## src/erc_pkg.sv

```systemverilog
package erc_pkg;
  // register addresses on the parallel port
  localparam logic [3:0] ADDR_FRAMING  = 4'h1;
  localparam logic [3:0] ADDR_CODEVIOL = 4'h2;
  localparam logic [3:0] ADDR_CRCERR   = 4'h3;
  localparam logic [3:0] ADDR_SERVICE  = 4'h4;
  localparam logic [3:0] ADDR_SPARE    = 4'h5;
  localparam logic [3:0] ADDR_SUBMF    = 4'h6;
  localparam logic [3:0] ADDR_SIGSTACK = 4'h7;
  localparam logic [3:0] ADDR_EXTEND   = 4'h9;
  localparam logic [3:0] ADDR_RXSNSTK  = 4'hB;
  // spare/flags register bit positions
  localparam int SP_TXFLG = 7;
  localparam int SP_RXFLG = 6;
  localparam int SP_SLIP  = 5;
  localparam int SP_GPE   = 4;
  localparam int SP_XPE   = 3;
  localparam int SP_RSIF  = 2;
  localparam int SP_RX_SI_FRAME13  = 1;
  localparam int SP_RX_SI_FRAME15  = 0;
  // submultiframe status bit positions
  localparam int SE_SI1 = 7;
  localparam int SE_SI2 = 6;
  localparam int SE_ERL = 0;
  // extension register: unused positions read one
  localparam logic [7:0] EXT_ONES = 8'hCC;
  localparam int EXT_CV8 = 4;
  localparam int EXT_CE8 = 0;
  localparam logic [9:0] MAX_NARROW = 10'h0FF;
  localparam logic [9:0] MAX_WIDE   = 10'h3FF;
  localparam logic [9:0] CNT_RESET  = 10'h000;
  localparam logic [7:0] REG_RESET  = 8'h00;
  localparam logic [3:0] FRAME_13   = 4'hD;
  localparam logic [3:0] FRAME_15   = 4'hF;
  localparam logic [1:0] SIM_BITS_M1 = 2'h3;
  localparam int CLK_PERIOD_NS = 40;
  localparam int SIM_PERIOD_NS = 250000;
  localparam int SIM_CYCLES    = SIM_PERIOD_NS / CLK_PERIOD_NS;

  typedef struct packed {
    logic       fas_err;
    logic       code_viol;
    logic       bit_strobe;
    logic       submf_end;
    logic       submf_crc_err;
    logic       submf_idx;
    logic       word_valid;
    logic       word_is_fas;
    logic [3:0] frame_num;
    logic [7:0] word;
    logic       mf_start;
    logic       frame15;
    logic       ts16_valid;
    logic [7:0] ts16_byte;
  } erc_rx_evt_t;

  typedef struct packed {
    logic clear_latches_control;
    logic alarm_sim;
    logic crc_mode;
    logic doubleframe_spare_select;
    logic optical_input_select;
    logic submultiframe_indication_enable;
    logic code_violation_extension_enable;
    logic crc_count_extension_enable;
    logic signaling_stack_enable;
    logic parity_clear_command;
    logic tx_parity_input_enable;
    logic auto_status_transmit;
    logic ts0_transparent_a;
    logic ts0_transparent_b;
  } erc_cfg_t;
endpackage : erc_pkg

```

## src/erc_status_counters.sv

```systemverilog
// Summary of operation
// - framing errors count when in sync, saturating at top
// - alarm simulation bumps framing count every 250 us to saturation
// - clear-latches freezes counters; its release zeroes them
// - code violations count on dual-rail only, saturating
// - alarm simulation bumps violation count every four received bits
// - violation extension widens count to 10 bits, top 1023
// - indication mode counts zero Si bits of frames 13 and 15
// - crc count per errored submultiframe, in sync, multiframe mode only
// - simulation bumps crc count per submultiframe; own 10-bit extension
// - international spare bit reads one in crc multiframe mode
// - tx multiframe flag sets at multiframe start, clears on write/frame 15
// - tx stack and Si bits copied to buffers at each multiframe start
// - rx multiframe flag sets at start in sync, clears on read/frame 15
// - request slip flag sets on unfinished stack access; cleared by clear-latches
// - global parity flag sets on any parity error or simulation
// - tx parity flag sets on enabled parity input error or simulation
// - rx Si bits of frames 13/15 updated each multiframe, else zero
// - line error follows both dual-rail inputs active together
// - signaling stack holds two bytes, raises request, read twice
// - indication bits zero on alignment loss or crc error, else one
// - auto status sends indication bits in tx Si of frames 13/15
// - framing and crc counters treat the asynchronous state as not counting
`timescale 1ns/100ps
`default_nettype none
module erc_status_counters
  import erc_pkg::*;
#(
  parameter int SIM_TICK_CYCLES = SIM_CYCLES
) (
  input  wire logic        core_clk,
  input  wire logic        rst,
  input  wire logic [3:0]  addr,
  input  wire logic        read_n,
  input  wire logic        write_n,
  input  wire logic        chip_select_n,
  input  wire logic        dma_acknowledge_n,
  input  wire logic [7:0]  wdata,
  output logic      [7:0]  rdata,
  input  wire erc_rx_evt_t rx_evt,
  input  wire erc_cfg_t    cfg,
  input  wire logic        rx_in_sync,
  input  wire logic        rx_mf_sync,
  input  wire logic        tx_mf_start,
  input  wire logic        tx_frame15,
  input  wire logic        tx_si13_wr,
  input  wire logic        tx_si15_wr,
  input  wire logic        tx_stack_slip,
  input  wire logic        parity_error_any,
  input  wire logic        tx_parity_input,
  input  wire logic        line_in_positive,
  input  wire logic        line_in_negative,
  output logic             rx_transfer_request,
  output logic             rx_line_error,
  output logic      [7:0]  tx_sn_buffer,
  output logic             tx_si13,
  output logic             tx_si15
);

  function automatic logic [9:0] sat_inc(input logic [9:0] v, input logic wide);
    logic [9:0] top;
    top = wide ? MAX_WIDE : MAX_NARROW;
    sat_inc = (v >= top) ? v : v + 10'h001;
  endfunction : sat_inc

  logic        crc_mf;
  logic        clr_d;
  logic        clr_fall;
  logic        rd_now;
  logic        rd_d;
  logic        rd_edge;
  logic        wr_now;
  logic        wr_d;
  logic        tx_stack_wr;
  logic        sig_read;
  logic [9:0]  cnt [3];
  logic [2:0]  inc;
  logic [2:0]  wide;
  logic [12:0] sim_tick_cnt;
  logic        sim_tick;
  logic [1:0]  sim_bits;
  logic        tx_flag;
  logic        rx_flag;
  logic        slip_flag;
  logic        global_parity_error;
  logic        tx_parity_error;
  logic        rsif;
  logic        rx_si_frame13;
  logic        rx_si_frame15;
  logic        rx_si_frame13_pend;
  logic        rx_si_frame15_pend;
  logic        si1;
  logic        si2;
  logic        err1;
  logic        err2;
  logic [7:0]  service_word;
  logic [7:0]  sig_stack [2];
  logic        sig_fill;
  logic        sig_full;
  logic [1:0]  sig_reads;
  logic [7:0]  tx_sn_shadow;
  logic        tx_si13_buf;
  logic        tx_si15_buf;
  logic [7:0]  next_rdata;
  logic [7:0]  ext_reg;

  assign crc_mf = cfg.crc_mode & ~cfg.doubleframe_spare_select;
  assign clr_fall = clr_d & ~cfg.clear_latches_control;
  assign rd_now = ~read_n & (~chip_select_n | ~dma_acknowledge_n);
  assign rd_edge = rd_now & ~rd_d;
  assign wr_now = ~write_n & ~chip_select_n;
  // a write access to the tx spare stack address counts once per access
  assign tx_stack_wr = wr_now & ~wr_d & (addr == ADDR_RXSNSTK);
  // dma acknowledge reaches the stack without chip select
  assign sig_read = rd_edge & (~dma_acknowledge_n |
                    (~chip_select_n & addr == ADDR_SIGSTACK));

  always_ff @(posedge core_clk) begin
    if (rst) begin
      clr_d <= 1'b0;
      rd_d  <= 1'b0;
      wr_d  <= 1'b0;
    end else begin
      clr_d <= cfg.clear_latches_control;
      rd_d  <= rd_now;
      wr_d  <= wr_now;
    end
  end

  // simulation time base; a parameter so tests can shorten 250 us
  always_ff @(posedge core_clk) begin
    if (rst || !cfg.alarm_sim) begin
      sim_tick_cnt <= 13'h0000;
    end else if (sim_tick) begin
      sim_tick_cnt <= 13'h0000;
    end else begin
      sim_tick_cnt <= sim_tick_cnt + 13'h0001;
    end
  end
  assign sim_tick = cfg.alarm_sim &&
                    (sim_tick_cnt == 13'(SIM_TICK_CYCLES - 1));

  always_ff @(posedge core_clk) begin
    if (rst || !cfg.alarm_sim) begin
      sim_bits <= 2'h0;
    end else if (rx_evt.bit_strobe) begin
      sim_bits <= sim_bits + 2'h1;
    end
  end

  always_comb begin
    inc[0] = cfg.alarm_sim ? sim_tick
                           : (rx_evt.fas_err & rx_in_sync);
    if (cfg.alarm_sim) begin
      inc[1] = rx_evt.bit_strobe & (sim_bits == SIM_BITS_M1);
    end else if (cfg.submultiframe_indication_enable) begin
      inc[1] = crc_mf & rx_evt.word_valid & ~rx_evt.word_is_fas &
               ~rx_evt.word[7] & (rx_evt.frame_num == FRAME_13 ||
               rx_evt.frame_num == FRAME_15);
    end else begin
      inc[1] = rx_evt.code_viol & ~cfg.optical_input_select;
    end
    inc[2] = crc_mf & rx_evt.submf_end &
             (cfg.alarm_sim | (rx_evt.submf_crc_err & rx_in_sync));
  end
  assign wide = {cfg.crc_count_extension_enable,
                 cfg.code_violation_extension_enable, 1'b0};

  // freeze while clear-latches is held, zero on its release
  for (genvar i = 0; i < 3; i++) begin : g_cnt
    always_ff @(posedge core_clk) begin
      if (rst || clr_fall) begin
        cnt[i] <= CNT_RESET;
      end else if (!cfg.clear_latches_control && inc[i]) begin
        cnt[i] <= sat_inc(cnt[i], wide[i]);
      end
    end
  end

  // tx multiframe flag and buffers
  always_ff @(posedge core_clk) begin
    if (rst) begin
      tx_flag <= 1'b0;
    end else if (cfg.crc_mode && tx_mf_start) begin
      tx_flag <= 1'b1;
    end else if (tx_stack_wr || (crc_mf && tx_frame15)) begin
      tx_flag <= 1'b0;
    end
  end

  always_ff @(posedge core_clk) begin
    if (rst) begin
      tx_sn_shadow <= REG_RESET;
    end else if (tx_stack_wr) begin
      tx_sn_shadow <= wdata;
    end
  end

  // unrewritten data is simply sent again from the buffers
  always_ff @(posedge core_clk) begin
    if (rst) begin
      tx_sn_buffer <= REG_RESET;
      tx_si13_buf  <= 1'b0;
      tx_si15_buf  <= 1'b0;
    end else if (tx_mf_start) begin
      tx_sn_buffer <= tx_sn_shadow;
      tx_si13_buf  <= tx_si13_wr;
      tx_si15_buf  <= tx_si15_wr;
    end
  end

  always_ff @(posedge core_clk) begin
    if (rst) begin
      tx_si13 <= 1'b0;
      tx_si15 <= 1'b0;
    end else if (cfg.auto_status_transmit && !cfg.ts0_transparent_a &&
                 !cfg.ts0_transparent_b) begin
      tx_si13 <= si1;
      tx_si15 <= si2;
    end else begin
      tx_si13 <= tx_si13_buf;
      tx_si15 <= tx_si15_buf;
    end
  end

  // rx multiframe flag: the host must poll it within 2 ms
  always_ff @(posedge core_clk) begin
    if (rst) begin
      rx_flag <= 1'b0;
    end else if (cfg.crc_mode && rx_mf_sync && rx_evt.mf_start) begin
      rx_flag <= 1'b1;
    end else if ((rd_edge && !chip_select_n && addr == ADDR_RXSNSTK) ||
                 (crc_mf && rx_evt.frame15)) begin
      rx_flag <= 1'b0;
    end
  end

  // rx Si capture; first bit of the service word is the msb
  always_ff @(posedge core_clk) begin
    if (rst) begin
      rx_si_frame13_pend <= 1'b0;
      rx_si_frame15_pend <= 1'b0;
    end else if (rx_evt.word_valid && !rx_evt.word_is_fas) begin
      if (rx_evt.frame_num == FRAME_13) begin
        rx_si_frame13_pend <= rx_evt.word[7];
      end
      if (rx_evt.frame_num == FRAME_15) begin
        rx_si_frame15_pend <= rx_evt.word[7];
      end
    end
  end

  always_ff @(posedge core_clk) begin
    if (rst || !crc_mf) begin
      rx_si_frame13 <= 1'b0;
      rx_si_frame15 <= 1'b0;
    end else if (rx_evt.mf_start) begin
      rx_si_frame13 <= rx_si_frame13_pend;
      rx_si_frame15 <= rx_si_frame15_pend;
    end
  end

  always_ff @(posedge core_clk) begin
    if (rst) begin
      service_word <= REG_RESET;
      rsif         <= 1'b1;
    end else if (rx_evt.word_valid) begin
      if (rx_evt.word_is_fas) begin
        rsif <= rx_evt.word[7];
      end else begin
        service_word <= rx_evt.word;
      end
    end
  end

  // submultiframe crc errors gathered over one multiframe
  always_ff @(posedge core_clk) begin
    if (rst || rx_evt.mf_start) begin
      err1 <= 1'b0;
      err2 <= 1'b0;
    end else if (rx_evt.submf_end && rx_evt.submf_crc_err) begin
      if (rx_evt.submf_idx) begin
        err2 <= 1'b1;
      end else begin
        err1 <= 1'b1;
      end
    end
  end

  always_ff @(posedge core_clk) begin
    if (rst || !crc_mf) begin
      si1 <= 1'b1;
      si2 <= 1'b1;
    end else if (!rx_mf_sync) begin
      si1 <= 1'b0;
      si2 <= 1'b0;
    end else if (rx_evt.mf_start) begin
      si1 <= ~err1;
      si2 <= ~err2;
    end
  end

  // parity flags: hardware set wins over the clearing command
  always_ff @(posedge core_clk) begin
    if (rst) begin
      global_parity_error <= 1'b0;
    end else if (parity_error_any || cfg.alarm_sim) begin
      global_parity_error <= 1'b1;
    end else if (cfg.parity_clear_command) begin
      global_parity_error <= 1'b0;
    end
  end

  always_ff @(posedge core_clk) begin
    if (rst) begin
      tx_parity_error <= 1'b0;
    end else if ((cfg.tx_parity_input_enable && tx_parity_input) ||
                 cfg.alarm_sim) begin
      tx_parity_error <= 1'b1;
    end else if (clr_fall) begin
      tx_parity_error <= 1'b0;
    end
  end

  // two-byte rx signaling stack
  always_ff @(posedge core_clk) begin
    if (rst || !cfg.signaling_stack_enable) begin
      sig_fill  <= 1'b0;
      sig_full  <= 1'b0;
      sig_reads <= 2'h0;
    end else if (rx_evt.ts16_valid) begin
      sig_stack[sig_fill] <= rx_evt.ts16_byte;
      sig_fill <= ~sig_fill;
      if (sig_fill) begin
        sig_full  <= 1'b1;
        sig_reads <= 2'h0;
      end
    end else if (sig_read && sig_full) begin
      sig_reads <= sig_reads + 2'h1;
      if (sig_reads == 2'h1) begin
        sig_full <= 1'b0;
      end
    end
  end
  assign rx_transfer_request = sig_full;

  always_ff @(posedge core_clk) begin
    if (rst) begin
      slip_flag <= 1'b0;
    end else if (cfg.signaling_stack_enable && ((rx_evt.ts16_valid &&
                 sig_fill && sig_full) || tx_stack_slip)) begin
      slip_flag <= 1'b1;
    end else if (clr_fall) begin
      slip_flag <= 1'b0;
    end
  end

  always_ff @(posedge core_clk) begin
    if (rst) begin
      rx_line_error <= 1'b0;
    end else begin
      rx_line_error <= ~cfg.optical_input_select &
                       line_in_positive & line_in_negative;
    end
  end

  always_comb begin
    ext_reg = EXT_ONES;
    if (cfg.code_violation_extension_enable) begin
      ext_reg[EXT_CV8 +: 2] = cnt[1][9:8];
    end
    if (cfg.crc_count_extension_enable) begin
      ext_reg[EXT_CE8 +: 2] = cnt[2][9:8];
    end
  end

  always_comb begin
    next_rdata = REG_RESET;
    if (!dma_acknowledge_n) begin
      next_rdata = sig_stack[sig_reads[0]];
    end else begin
      unique case (addr)
        ADDR_FRAMING:  next_rdata = cnt[0][7:0];
        ADDR_CODEVIOL: next_rdata = cnt[1][7:0];
        ADDR_CRCERR:   next_rdata = cnt[2][7:0];
        ADDR_SERVICE:  next_rdata = {crc_mf | service_word[7],
                                     service_word[6:0]};
        ADDR_SPARE: begin
          next_rdata[SP_TXFLG] = tx_flag;
          next_rdata[SP_RXFLG] = rx_flag;
          next_rdata[SP_SLIP]  = slip_flag;
          next_rdata[SP_GPE]   = global_parity_error;
          next_rdata[SP_XPE]   = tx_parity_error;
          next_rdata[SP_RSIF]  = crc_mf | rsif;
          next_rdata[SP_RX_SI_FRAME13]  = rx_si_frame13;
          next_rdata[SP_RX_SI_FRAME15]  = rx_si_frame15;
        end
        ADDR_SUBMF: begin
          next_rdata[SE_SI1] = si1;
          next_rdata[SE_SI2] = si2;
          next_rdata[SE_ERL] = rx_line_error;
        end
        ADDR_SIGSTACK: next_rdata = sig_stack[sig_reads[0]];
        ADDR_EXTEND:   next_rdata = ext_reg;
        default:       next_rdata = REG_RESET;
      endcase
    end
  end

  // data held until the next read access starts
  always_ff @(posedge core_clk) begin
    if (rst) begin
      rdata <= REG_RESET;
    end else if (rd_edge) begin
      rdata <= next_rdata;
    end
  end

  a_fec_no_wrap: assert property (@(posedge core_clk) disable iff (rst)
    $past(cnt[0]) == MAX_NARROW && !$past(clr_fall) |-> cnt[0] == MAX_NARROW)
    else $error("framing count wrapped");
  a_fec_async_hold: assert property (@(posedge core_clk) disable iff (rst)
    !rx_in_sync && !cfg.alarm_sim && !clr_fall |=> $stable(cnt[0]))
    else $error("framing count moved out of sync");
  a_clr_zeroes: assert property (@(posedge core_clk) disable iff (rst)
    clr_d && !cfg.clear_latches_control |=> cnt[0] == CNT_RESET &&
    cnt[1] == CNT_RESET && cnt[2] == CNT_RESET)
    else $error("counters not zeroed on release");
  a_clr_freezes: assert property (@(posedge core_clk) disable iff (rst)
    cfg.clear_latches_control && clr_d |=> $stable(cnt[1]))
    else $error("counter moved while frozen");
  a_cv_optical: assert property (@(posedge core_clk) disable iff (rst)
    cfg.optical_input_select && !cfg.submultiframe_indication_enable &&
    !cfg.alarm_sim && !clr_fall |=> $stable(cnt[1]))
    else $error("violation count moved in optical mode");
  a_cv_narrow: assert property (@(posedge core_clk) disable iff (rst)
    !cfg.code_violation_extension_enable && cnt[1] <= MAX_NARROW
    |=> cnt[1] <= MAX_NARROW)
    else $error("violation count passed 255");
  a_gpe_sticky: assert property (@(posedge core_clk) disable iff (rst)
    global_parity_error && !cfg.parity_clear_command |=> global_parity_error)
    else $error("parity flag dropped without command");
  a_gpe_sets: assert property (@(posedge core_clk) disable iff (rst)
    parity_error_any |=> global_parity_error)
    else $error("parity flag not set");
  a_line_error: assert property (@(posedge core_clk) disable iff (rst)
    !cfg.optical_input_select && line_in_positive && line_in_negative
    |=> rx_line_error)
    else $error("line error not raised");
  a_rs_zero: assert property (@(posedge core_clk) disable iff (rst)
    !crc_mf |=> !rx_si_frame13 && !rx_si_frame15)
    else $error("rx Si bits not zero outside multiframe");
  a_si_double: assert property (@(posedge core_clk) disable iff (rst)
    !crc_mf |=> si1 && si2)
    else $error("indication bits not one in doubleframe");
  a_txflag_set: assert property (@(posedge core_clk) disable iff (rst)
    cfg.crc_mode && tx_mf_start |=> tx_flag)
    else $error("tx multiframe flag not set");
  a_ext_ones: assert property (@(posedge core_clk) disable iff (rst)
    (ext_reg & EXT_ONES) == EXT_ONES)
    else $error("unused extension bits not one");

endmodule : erc_status_counters
`default_nettype wire
```

## config.mk

```make
export PLATFORM = sky130hd
export DESIGN_NAME = erc_status_counters
export DESIGN_NICKNAME = d
export VERILOG_FILES = /design/src/erc_pkg.sv /design/src/erc_status_counters.sv
export SDC_FILE = /design/constraint.sdc
export NUM_CORES = 1
export LEC_CHECK = 0
export BUFFER_PORTS_ARGS = -buffer_cell sky130_fd_sc_hd__buf_2
export CORE_MARGIN = 10
export CORE_UTILIZATION = 40
export CTS_CLUSTER_DIAMETER = 100
export DETAILED_ROUTE_END_ITERATION = 12
export SYNTH_ARGS = -nofsm -noshare
export SYNTH_HDL_FRONTEND = slang
export SYNTH_SLANG_ARGS = --single-unit
```

## constraint.sdc

```tcl
create_clock -name core_clk -period 3.2 [get_ports core_clk]
set_clock_uncertainty 0.2 [all_clocks]
set_input_delay 0.32 -clock core_clk [delete_from_list [all_inputs] [get_ports core_clk]]
set_output_delay 0.32 -clock core_clk [all_outputs]
set_load 0.005 [all_outputs]
```

# Word-level counts from Yosys, hierarchy flattened
# Memory sizes are Yosys's and may differ from the RTL's. A register that Yosys moved wholly into a read port is not among the register bits.
# Index checks and enable logic that the tools add are counted.
[classes]
addsub = 6
magnitude_cmp = 3
n_eq_ne = 16
muxes = 55
bitwise_logic = 44
reduce_logical = 55
[ops]
columns = ["cell", "n"]
rows = [
  ["two-way mux 10 bit", 8],
  ["two-way mux 1 bit", 38],
  ["one-hot mux 5 bit (7 select lines)", 1],
  ["adder 10 x 1 -> 10 bit (second input constant)", 3],
  ["AND 1 bit", 21],
  ["greater-or-equal comparator 10 bit", 2],
  ["logical AND 1 bit", 20],
  ["== test 4 x 3 -> 1 bit (second input constant)", 4],
  ["== test 4 bit (second input constant)", 4],
  ["one-hot mux 2 bit (8 select lines)", 1],
  ["NOT 1 bit", 15],
  ["AND reduction 2 bit", 7],
  ["nonzero test 2 bit", 7],
  ["adder 13 x 1 -> 13 bit (second input constant)", 1],
  ["== test 13 bit (second input constant)", 1],
  ["logical OR 1 bit", 11],
  ["greater-or-equal comparator 10 x 8 -> 1 bit (second input constant)", 1],
  ["two-way mux 2 bit", 5],
  ["== test 4 x 2 -> 1 bit (second input constant)", 2],
  ["zero test 1 bit", 8],
  ["two-way mux 8 bit", 1],
  ["bitwise OR 1 bit", 8],
  ["one-hot mux 1 bit (8 select lines)", 1],
  ["adder 2 x 1 -> 2 bit (second input constant)", 2],
  ["other kinds (7)", 7],
]
[word_totals]
ff_bits = 73
ram_bits = 46
inputBits = 74
output_inout_bits = 20
n_memories = 2
[mem_list]
columns = ["name", "depth", "width", "read_ports", "rd_ports_with_merged_regs", "wr", "line", "text"]
rows = [
  ["cnt", 3, 10, 3, 0, 3, "erc_status_counters.sv:76", "logic [9:0] cnt [3];"],
  ["sig_stack", 2, 8, 1, 1, 1, "erc_status_counters.sv:97", "logic [7:0] sig_stack [2];"],
]

# Logic depth before layout (Yosys ltp)
# Gate-level depths: netlist (run 1).
[logic_depth]
ltp_word = 13
ltp_mapped = 7

# Least setup slack after synthesis (run 1)
# OpenSTA, ideal clock, no wires.
[synth_path]
kind = "reg2reg"
start = "mem cnt[2][0]"
end = "mem cnt[2][0] (enable)"
arrival_ns = 1.857
slack_ns = 0.749
path_stages_with_launch = 7
path_buffers = 0
synth_period_minus_slack_ns = 2.451
cell_sequence = "edfxtp_1 > ha_1 > nand2_1 > nor3_1 > a21oi_1 > nor2b_1 > o31ai_1"
[synth_rtl]
columns = ["element", "line"]
rows = [
  ["from (decl)", "erc_status_counters.sv:76"],
]

==> results by group, run 1 <==
Cells and area
  • N_diodes: 0
  • Share of post-route cells with drive strength above 1: 0.190
  • Register area: 0.00286 sq mm
  • Final nets: 801
  • Area used by multi-input combinational logic: 0.00262 sq mm
  • Fillers: 1,240
  • Fin area: 0.00728 sq mm
  • Layout overhead on the synthesized area: 28.5%

Worst setup path
  • Worst EP required: 3.03 ns
  • Maximum fanout along the worst path: 10
  • Startpoint Class: primary input
  • CP bufs+invs: 2
  • CP top delay family: compound AO/OA/AOI/OAI gates
  • Crit path arrival time: 2.34 ns
  • Slowest-stage cell, CP: o21ai_1
  • Critical Path Max Stage Delay: 0.71 ns
  • Critical-path cell list: dlygate4sd3_1 > buf_2 > nor3_1 > nand2_1 > o21ai_1
  • Crit path capture type: flip-flop
  • Worst Path Class, Setup: primary input to flip-flop

Routing
  • Via/cell ratio: 5.21
  • Drt drc: 0
  • Metal1 wirelength: 6.94 mm
  • 1st-iter DRT viols: 421
  • Vias: 4,716
  • Post-route ant nets: 0
  • Wire per inst: 17.2 microns
  • Top sig layer: met4
  • Drt first pass iters: 5
  • WL met2: 7.50 mm
  • Met3 wire length: 892 microns
  • Final wirelength: 15.6 mm

Power and ir drop
  • Maximum vdd ir drop: 0.394 mV
  • Lkg Pwr: 2.92 nW
  • Total power: 3.83 mW
  • PwrDens: 526 mW/mm^2

Synthesis
  • Post-Syn Area: 0.00567 sq mm
  • Combinational family with the most area after synthesis: simple AND/OR/NAND/NOR gates
  • Mapped Cells: 577
  • Synth Flop Type: dfxtp_1
  • Xor/xnor cell area share of the yosys netlist: 0.0557
  • Synth area leader: dfxtp_1
  • Post-synth top area share: 0.261
  • Ys Warns: 0
  • Syn avg cell area: 9.82 sq um
  • Mux share of post-synthesis cell area: 0.0713
  • #FFs+latches synth: 120
  • Syn Nets: 666
  • Ys async rst share: 0
  • Leading post-synthesis cells by cell area: dfxtp_1 (26%), edfxtp_1 (24%), mux2i_1 (6.5%)
  • Post-synth EDFFs: 46
  • Adder-cell share of the synthesized area: 0.0331
  • Yosys cell types: 57
  • Simple-gate share of the synthesized area: 0.208
  • Compound-Gate Fraction of Synth Area: 0.0943
  • Post-synthesis sequential area ratio: 0.505

Timing
  • Fin crit period: 2.50 ns
  • Final Cycle Share: 0.782
  • Max Clk Rate: 399 MHz
  • Setup WS post-layout: 0.697 ns
  • Max-slew violation count: 0
  • Fin. Hold Viols: 0
  • Final TNS setup: 0 ns
  • RSZ-0062 raised after global routing: false
  • Fin Hold WS: 0.0372 ns
  • Worst slew margin: 0.421
  • Slew @ Worst Pin: 0.862 ns
  • # setup viols final: 0

Place
  • Detail Placement HPWL: 11.6 mm
  • GP Congestion: 0.890
  • Placed cell areas: 0.00628 sq mm
  • Dpl ws: 0.709 ns
  • Port buffer count: 93

Floorplanning
  • Initial Util: 0.408
  • Die width: 139 microns
  • # IOs: 94
  • Die Ht: 139 microns
  • Core area: 0.0139 sq mm
  • Die area: 0.0193 sq mm
  • Site row count: 43

Global route
  • GRT Overall Usage: 0.162
  • Largest net degree at the start of global routing: 41
  • Initial antenna violation count: 0
  • First-pass GRT wire length: 25.3 mm
  • Vias in the first global route: 4,886
  • Gr ovfl total: 0

Clocking
  • CTS resizes: 0
  • CTS tree: yes
  • CTS max path bufs: 2
  • Number of setup buffers added after CTS: 0
  • Root Buffer: clkbuf_16
  • CTS Buf Count: 17
  • Clock transition at path regs: 0.06 ns
  • Clk_lat worst skew: 0.41 ns
  • Clk sinks: 120
  • H-tree depth: 4

Run
  • Max_cap viols: 0

Status
  • Outcome: finished clean

Worst hold path
  • Hold Path Class: primary input to flip-flop
[area by class of cell]
| class | instances | area share |
|---|---|---|
| Clock buffer | 21 | 0.0677 |
| Inverter | 13 | 0.00670 |
| Tap cell | 180 | 0.0309 |
| Clock inverter | 11 | 0.0115 |
| Timing Repair Buffer | 143 | 0.130 |
| Multi-Input combinational cell | 417 | 0.360 |
| Sequential cell | 120 | 0.393 |
[cells in the final DEF, fill, tap and decap left out, types with 3 or more instances in the layout]
| master | netlist | routed |
|---|---|---|
| buf_2 | 8 | 93 |
| nor2_1 | 91 | 91 |
| dfxtp_1 | 74 | 74 |
| nand2_1 | 47 | 47 |
| edfxtp_1 | 46 | 46 |
| dlygate4sd3_1 | 0 | 42 |
| mux2i_1 | 37 | 37 |
| nor3_1 | 25 | 25 |
| a21oi_1 | 25 | 25 |
| nand3_1 | 23 | 23 |
| xor2_1 | 21 | 21 |
| clkbuf_16 | 0 | 19 |
| xnor2_1 | 15 | 15 |
| ha_1 | 15 | 15 |
| inv_1 | 13 | 13 |
| a22oi_1 | 10 | 10 |
| nor2b_1 | 10 | 10 |
| o22ai_1 | 8 | 8 |
| o21ai_0 | 8 | 8 |
| nand2b_1 | 8 | 8 |
| buf_4 | 2 | 8 |
| nand4_1 | 6 | 6 |
| and3_1 | 6 | 6 |
| nor3b_1 | 5 | 5 |
| a21o_1 | 4 | 4 |
| a31oi_1 | 4 | 4 |
| o211ai_1 | 4 | 4 |
| clkinv_4 | 0 | 4 |
| a311oi_1 | 3 | 3 |
| mux2_2 | 3 | 3 |
| or3_1 | 3 | 3 |
| o21ai_1 | 3 | 3 |
| nand3b_1 | 3 | 3 |
| inv_6 | 0 | 3 |
[where the power goes]
part	leakage [nW]	switching (mW)	internal, mW
Clock	0.289	0.697	1.11
Sequential	1.06	0.0523	1.64
Combinational	1.57	0.173	0.151
Total	2.92	0.922	2.90
[logic make-up after synthesis]
group / Yosys count
xor gates and xnor gates: 36
muxes: 40
AOI/OAI and AO/OA: 83
DFF: 120
and+or+nand+nor: 243
adders and majority gates: 15
buffers and inverters: 40
[metal layers]
| metal | up-vias | track usage |
|---|---|---|
| li1 | 2331 | - |
| met1 | 2220 | 0.201 |
| met2 | 146 | 0.262 |
| met3 | 19 | 0.0493 |
| met4 | 0 | 0.0544 |
| met5 | - | 0 |
[sequential cells by signal, summed over array words and instances, names as in the netlist, 2 cells and up, named ones only]
name          count
cnt              30
rdata             8
service_word      8
sig_reads         2
sig_stack        16
sim_bits          2
sim_tick_cnt     13
tx_sn_buffer      8
tx_sn_shadow      8
[path summary, 6_finish.rpt]
check / startpoint / to / slack (ns) / cells past startpoint
setup / recovery: cfg[13] / cnt[0][6] / 0.70 / 5
hold / removal: rx_evt[10] / err1 / 0.04 / 2
setup reg to reg: sim_tick_cnt[0] / cnt[0][6] / 0.72 / 6
hold reg to reg: rx_si_frame15_pend / rx_si_frame15_pend / 0.29 / 2
[metrics by stage]
step | std cells | utilization
after global placement | 831 | 0.453
after global routing | 905 | 0.524
final | 905 | 0.524
after floorplan | 577 | -
after detailed placement | 831 | 0.453
after CTS | 905 | 0.524
[cells in the mapped netlist (all sizes together), types with 2 or more instances]
cell type  instances
xor2              21
nor4b              2
and3               6
edfxtp            46
dfxtp             74
o21ai             11
nand3b             3
nand2b             8
a22oi             10
nand3             24
o22ai              8
xnor2             15
a31oi              4
mux2i             37
a21oi             25
buf               14
ha                15
a211oi             2
o311ai             2
and4b              2
inv               13
nor2              91
clkbuf            13
a311oi             3
nand4b             2
and4               2
o211ai             4
nor3b              5
nor3              25
or3                3
nand4              6
mux2               3
nor2b             11
and2               2
nand2             47
a21o               4
[repair_timing]
action,4_1_cts,5_1_grt
endpoints found under the hold margin,47,0
hold buffers,42,0
endpoints found under the setup margin,0,0
No activity file was read; power rests on OpenSTA's default activity.
==> inputs of run 2 (changes only) <==
==> constraint.sdc (replaced) <==
create_clock -name core_clk -period 2.2 [get_ports core_clk]
set_clock_uncertainty 0.2 [all_clocks]
set_input_delay 0.22 -clock core_clk [delete_from_list [all_inputs] [get_ports core_clk]]
set_output_delay 0.22 -clock core_clk [all_outputs]
set_load 0.005 [all_outputs]
==> run 2 against run 1 <==
Routed wire length rose by 5.0%. Clock-buffer cell count grew 1. Clock power grew 44%. Utilization up 2.3 points. Worst setup slack got worse by 0.62 ns. Sequential cell count is the same. Die area is the same. Highest routed layer unchanged. First-iteration DRC count is 19% lower. Sequential power increased by 46%. Critical path depth grew 1.
==> results by group, run 2 (synthesis gave the netlist of run 1 again) <==
Timing
  • Fin crit period: 2.13 ns
  • Max Clk Rate: 470 MHz
  • Fin. Hold Viols: 0
  • Max-slew violation count: 0
  • Final TNS setup: 0 ns
  • RSZ-0062 raised after global routing: false
  • Worst slew margin: 0.446
  • Slew @ Worst Pin: 0.832 ns
  • # setup viols final: 0
  • Fin Hold WS: 0.0266 ns
  • Final Cycle Share: 0.966

Worst hold path
  • Hold EP: service_word[4]
  • Hold Path Class: primary input to flip-flop
  • Hold path cells: 4
  • Worst hold start: rx_evt[23]

Worst setup path
  • Maximum fanout along the worst path: 7
  • End of the worst register-to-register path: cnt[0][0]
  • Critical-path cell list: dlygate4sd3_1 > buf_2 > nor2_1 > dlygate4sd3_1 > a21oi_1 > dlygate4sd3_1
  • Crit path top cell by count: dlygate4sd3_1
  • Startpoint Class: primary input
  • R2r setup slk: 0.13 ns
  • Worst EP required: 2.30 ns
  • Critical Path Max Stage Delay: 0.56 ns
  • RR Startpoint: sim_tick_cnt[0]
  • Reg2reg path depth: 7
  • Crit path capture type: flip-flop
  • Worst Path Class, Setup: primary input to flip-flop
  • Slowest-stage cell, CP: dlygate4sd3_1
  • Crit path arrival time: 2.23 ns

Cells and area
  • Layout overhead on the synthesized area: 34.2%
  • Most frequent cells in the layout: buf_2 (92), nor2_1 (91), dfxtp_1 (74)
  • Biggest registers after layout: cnt: 30 flops, sig_stack: 16 flops, sim_tick_cnt: 13 flops
  • Area used by multi-input combinational logic: 0.00264 sq mm
  • Reg with most FFs: cnt
  • Fin area: 0.00760 sq mm
  • Post-Layout Cell Count: 943
  • Final nets: 837
  • Register area: 0.00286 sq mm
  • Share of post-route cells with drive strength above 1: 0.209
  • Fillers: 1,248
  • Commonest non-fill, non-tap cell in the layout: buf_2
  • Max FFs per register: 30

Power and ir drop
  • PwrDens: 734 mW/mm^2
  • Maximum vdd ir drop: 0.480 mV
  • Lkg Pwr: 3.09 nW

Clocking
  • CTS max path bufs: 2
  • H-tree depth: 4
  • CTS Buf Count: 17
  • Root Buffer: clkbuf_16
  • Clk sinks: 120
  • Clk_lat worst skew: 0.42 ns
  • Clock transition at path regs: 0.06 ns
  • Number of setup buffers added after CTS: 0
  • CTS tree: yes

Place
  • Detail Placement HPWL: 12.1 mm
  • Port buffer count: 93
  • GP Congestion: 0.839
  • Placed cell areas: 0.00642 sq mm
  • Placed insts: 848

Floorplanning
  • Die width: 139 microns
  • # IOs: 94
  • Site row count: 43
  • Die Ht: 139 microns
  • Die area: 0.0193 sq mm
  • Core area: 0.0139 sq mm
  • Initial Util: 0.408

Global route
  • Vias in the first global route: 4,991
  • Gr ovfl total: 0
  • GRT Overall Usage: 0.168
  • First-pass GRT wire length: 26.2 mm
  • Initial antenna violation count: 2
  • Largest net degree at the start of global routing: 24

Routing
  • Final wirelength: 16.4 mm
  • Post-route ant nets: 0
  • Via/cell ratio: 5.19
  • 1st-iter DRT viols: 342
  • Drt first pass iters: 5
  • Drt drc: 0
  • Wire per inst: 17.4 microns
  • Vias: 4,894

Run
  • Max_cap viols: 0

Status
  • Outcome: finished clean
==> run 2: cell count changes in the layout (fill, tap and decap cells not counted), sizes merged <==
cell         before  now
buf             101  118
clkbuf           21   22
clkinv            6    5
diode             0    2
dlygate4sd3      42   61
==> run 2: power breakdown <==
| group | switching [mW] | internal, mW |
|---|---|---|
| clock network | 1.00 | 1.59 |
| logic | 0.266 | 0.262 |
| registers | 0.0741 | 2.39 |
==> run 2: area by class of cell <==
type / count / share of cell area
antenna: 2 / 0.000658
clock buffer: 22 / 0.0652
clock inverter: 10 / 0.00823
inverter: 13 / 0.00642
multi-input combinational: 417 / 0.347
sequential: 120 / 0.376
tap: 180 / 0.0296
timing repair buffer: 179 / 0.167
==> run 2: per-layer routing <==
metal	part of all wire	GRT usage	wire (microns)	vias up
li1	-	-	-	2396
met1	0.44	0.200	7180	2352
met2	0.50	0.284	8120	123
met3	0.050	0.0432	824	23
met4	0.016	0.0648	261	0
met5	0	0	0	-
==> run 2: stage by stage <==
step                      setup WS, ns  utilization  total power [mW]
final                           0.0744        0.548              5.59
after global routing           0.00647        0.548              5.80
after CTS                       0.0256        0.547              5.62
after detailed placement         0.150        0.462              2.94
after global placement           0.150        0.462              2.93
after floorplan                 0.0513            -              2.73
==> run 2: worst max path at each step <==
stage	slack, ns	startpoint	depth (start not counted)	end
after detailed placement	0.15	sim_tick_cnt[0]	7	cnt[0][0]
after global routing	0.006	sim_tick_cnt[0]	7	cnt[0][5]
after global placement	0.15	cfg[11]	6	cnt[1][6]
final	0.07	cfg[12]	6	global_parity_error
after CTS	0.03	cfg[11]	7	cnt[1][5]
after floorplan	0.05	cnt[2][0]	6	cnt[2][0]
==> run 2: worst max-delay path, delay by kind of cell <==
| kind | cells | cell delay (ns) |
|---|---|---|
| simple gates | 1 | 0.12 |
| compound gates | 1 | 0.06 |
| buf+inv | 4 | 1.83 |
==> run 2: timing repair <==
item,4_1_cts,5_1_grt
hold buffers,62,0
gates resized for setup,0,4
endpoints found under the setup margin,0,21
hold endpoints to repair,58,0
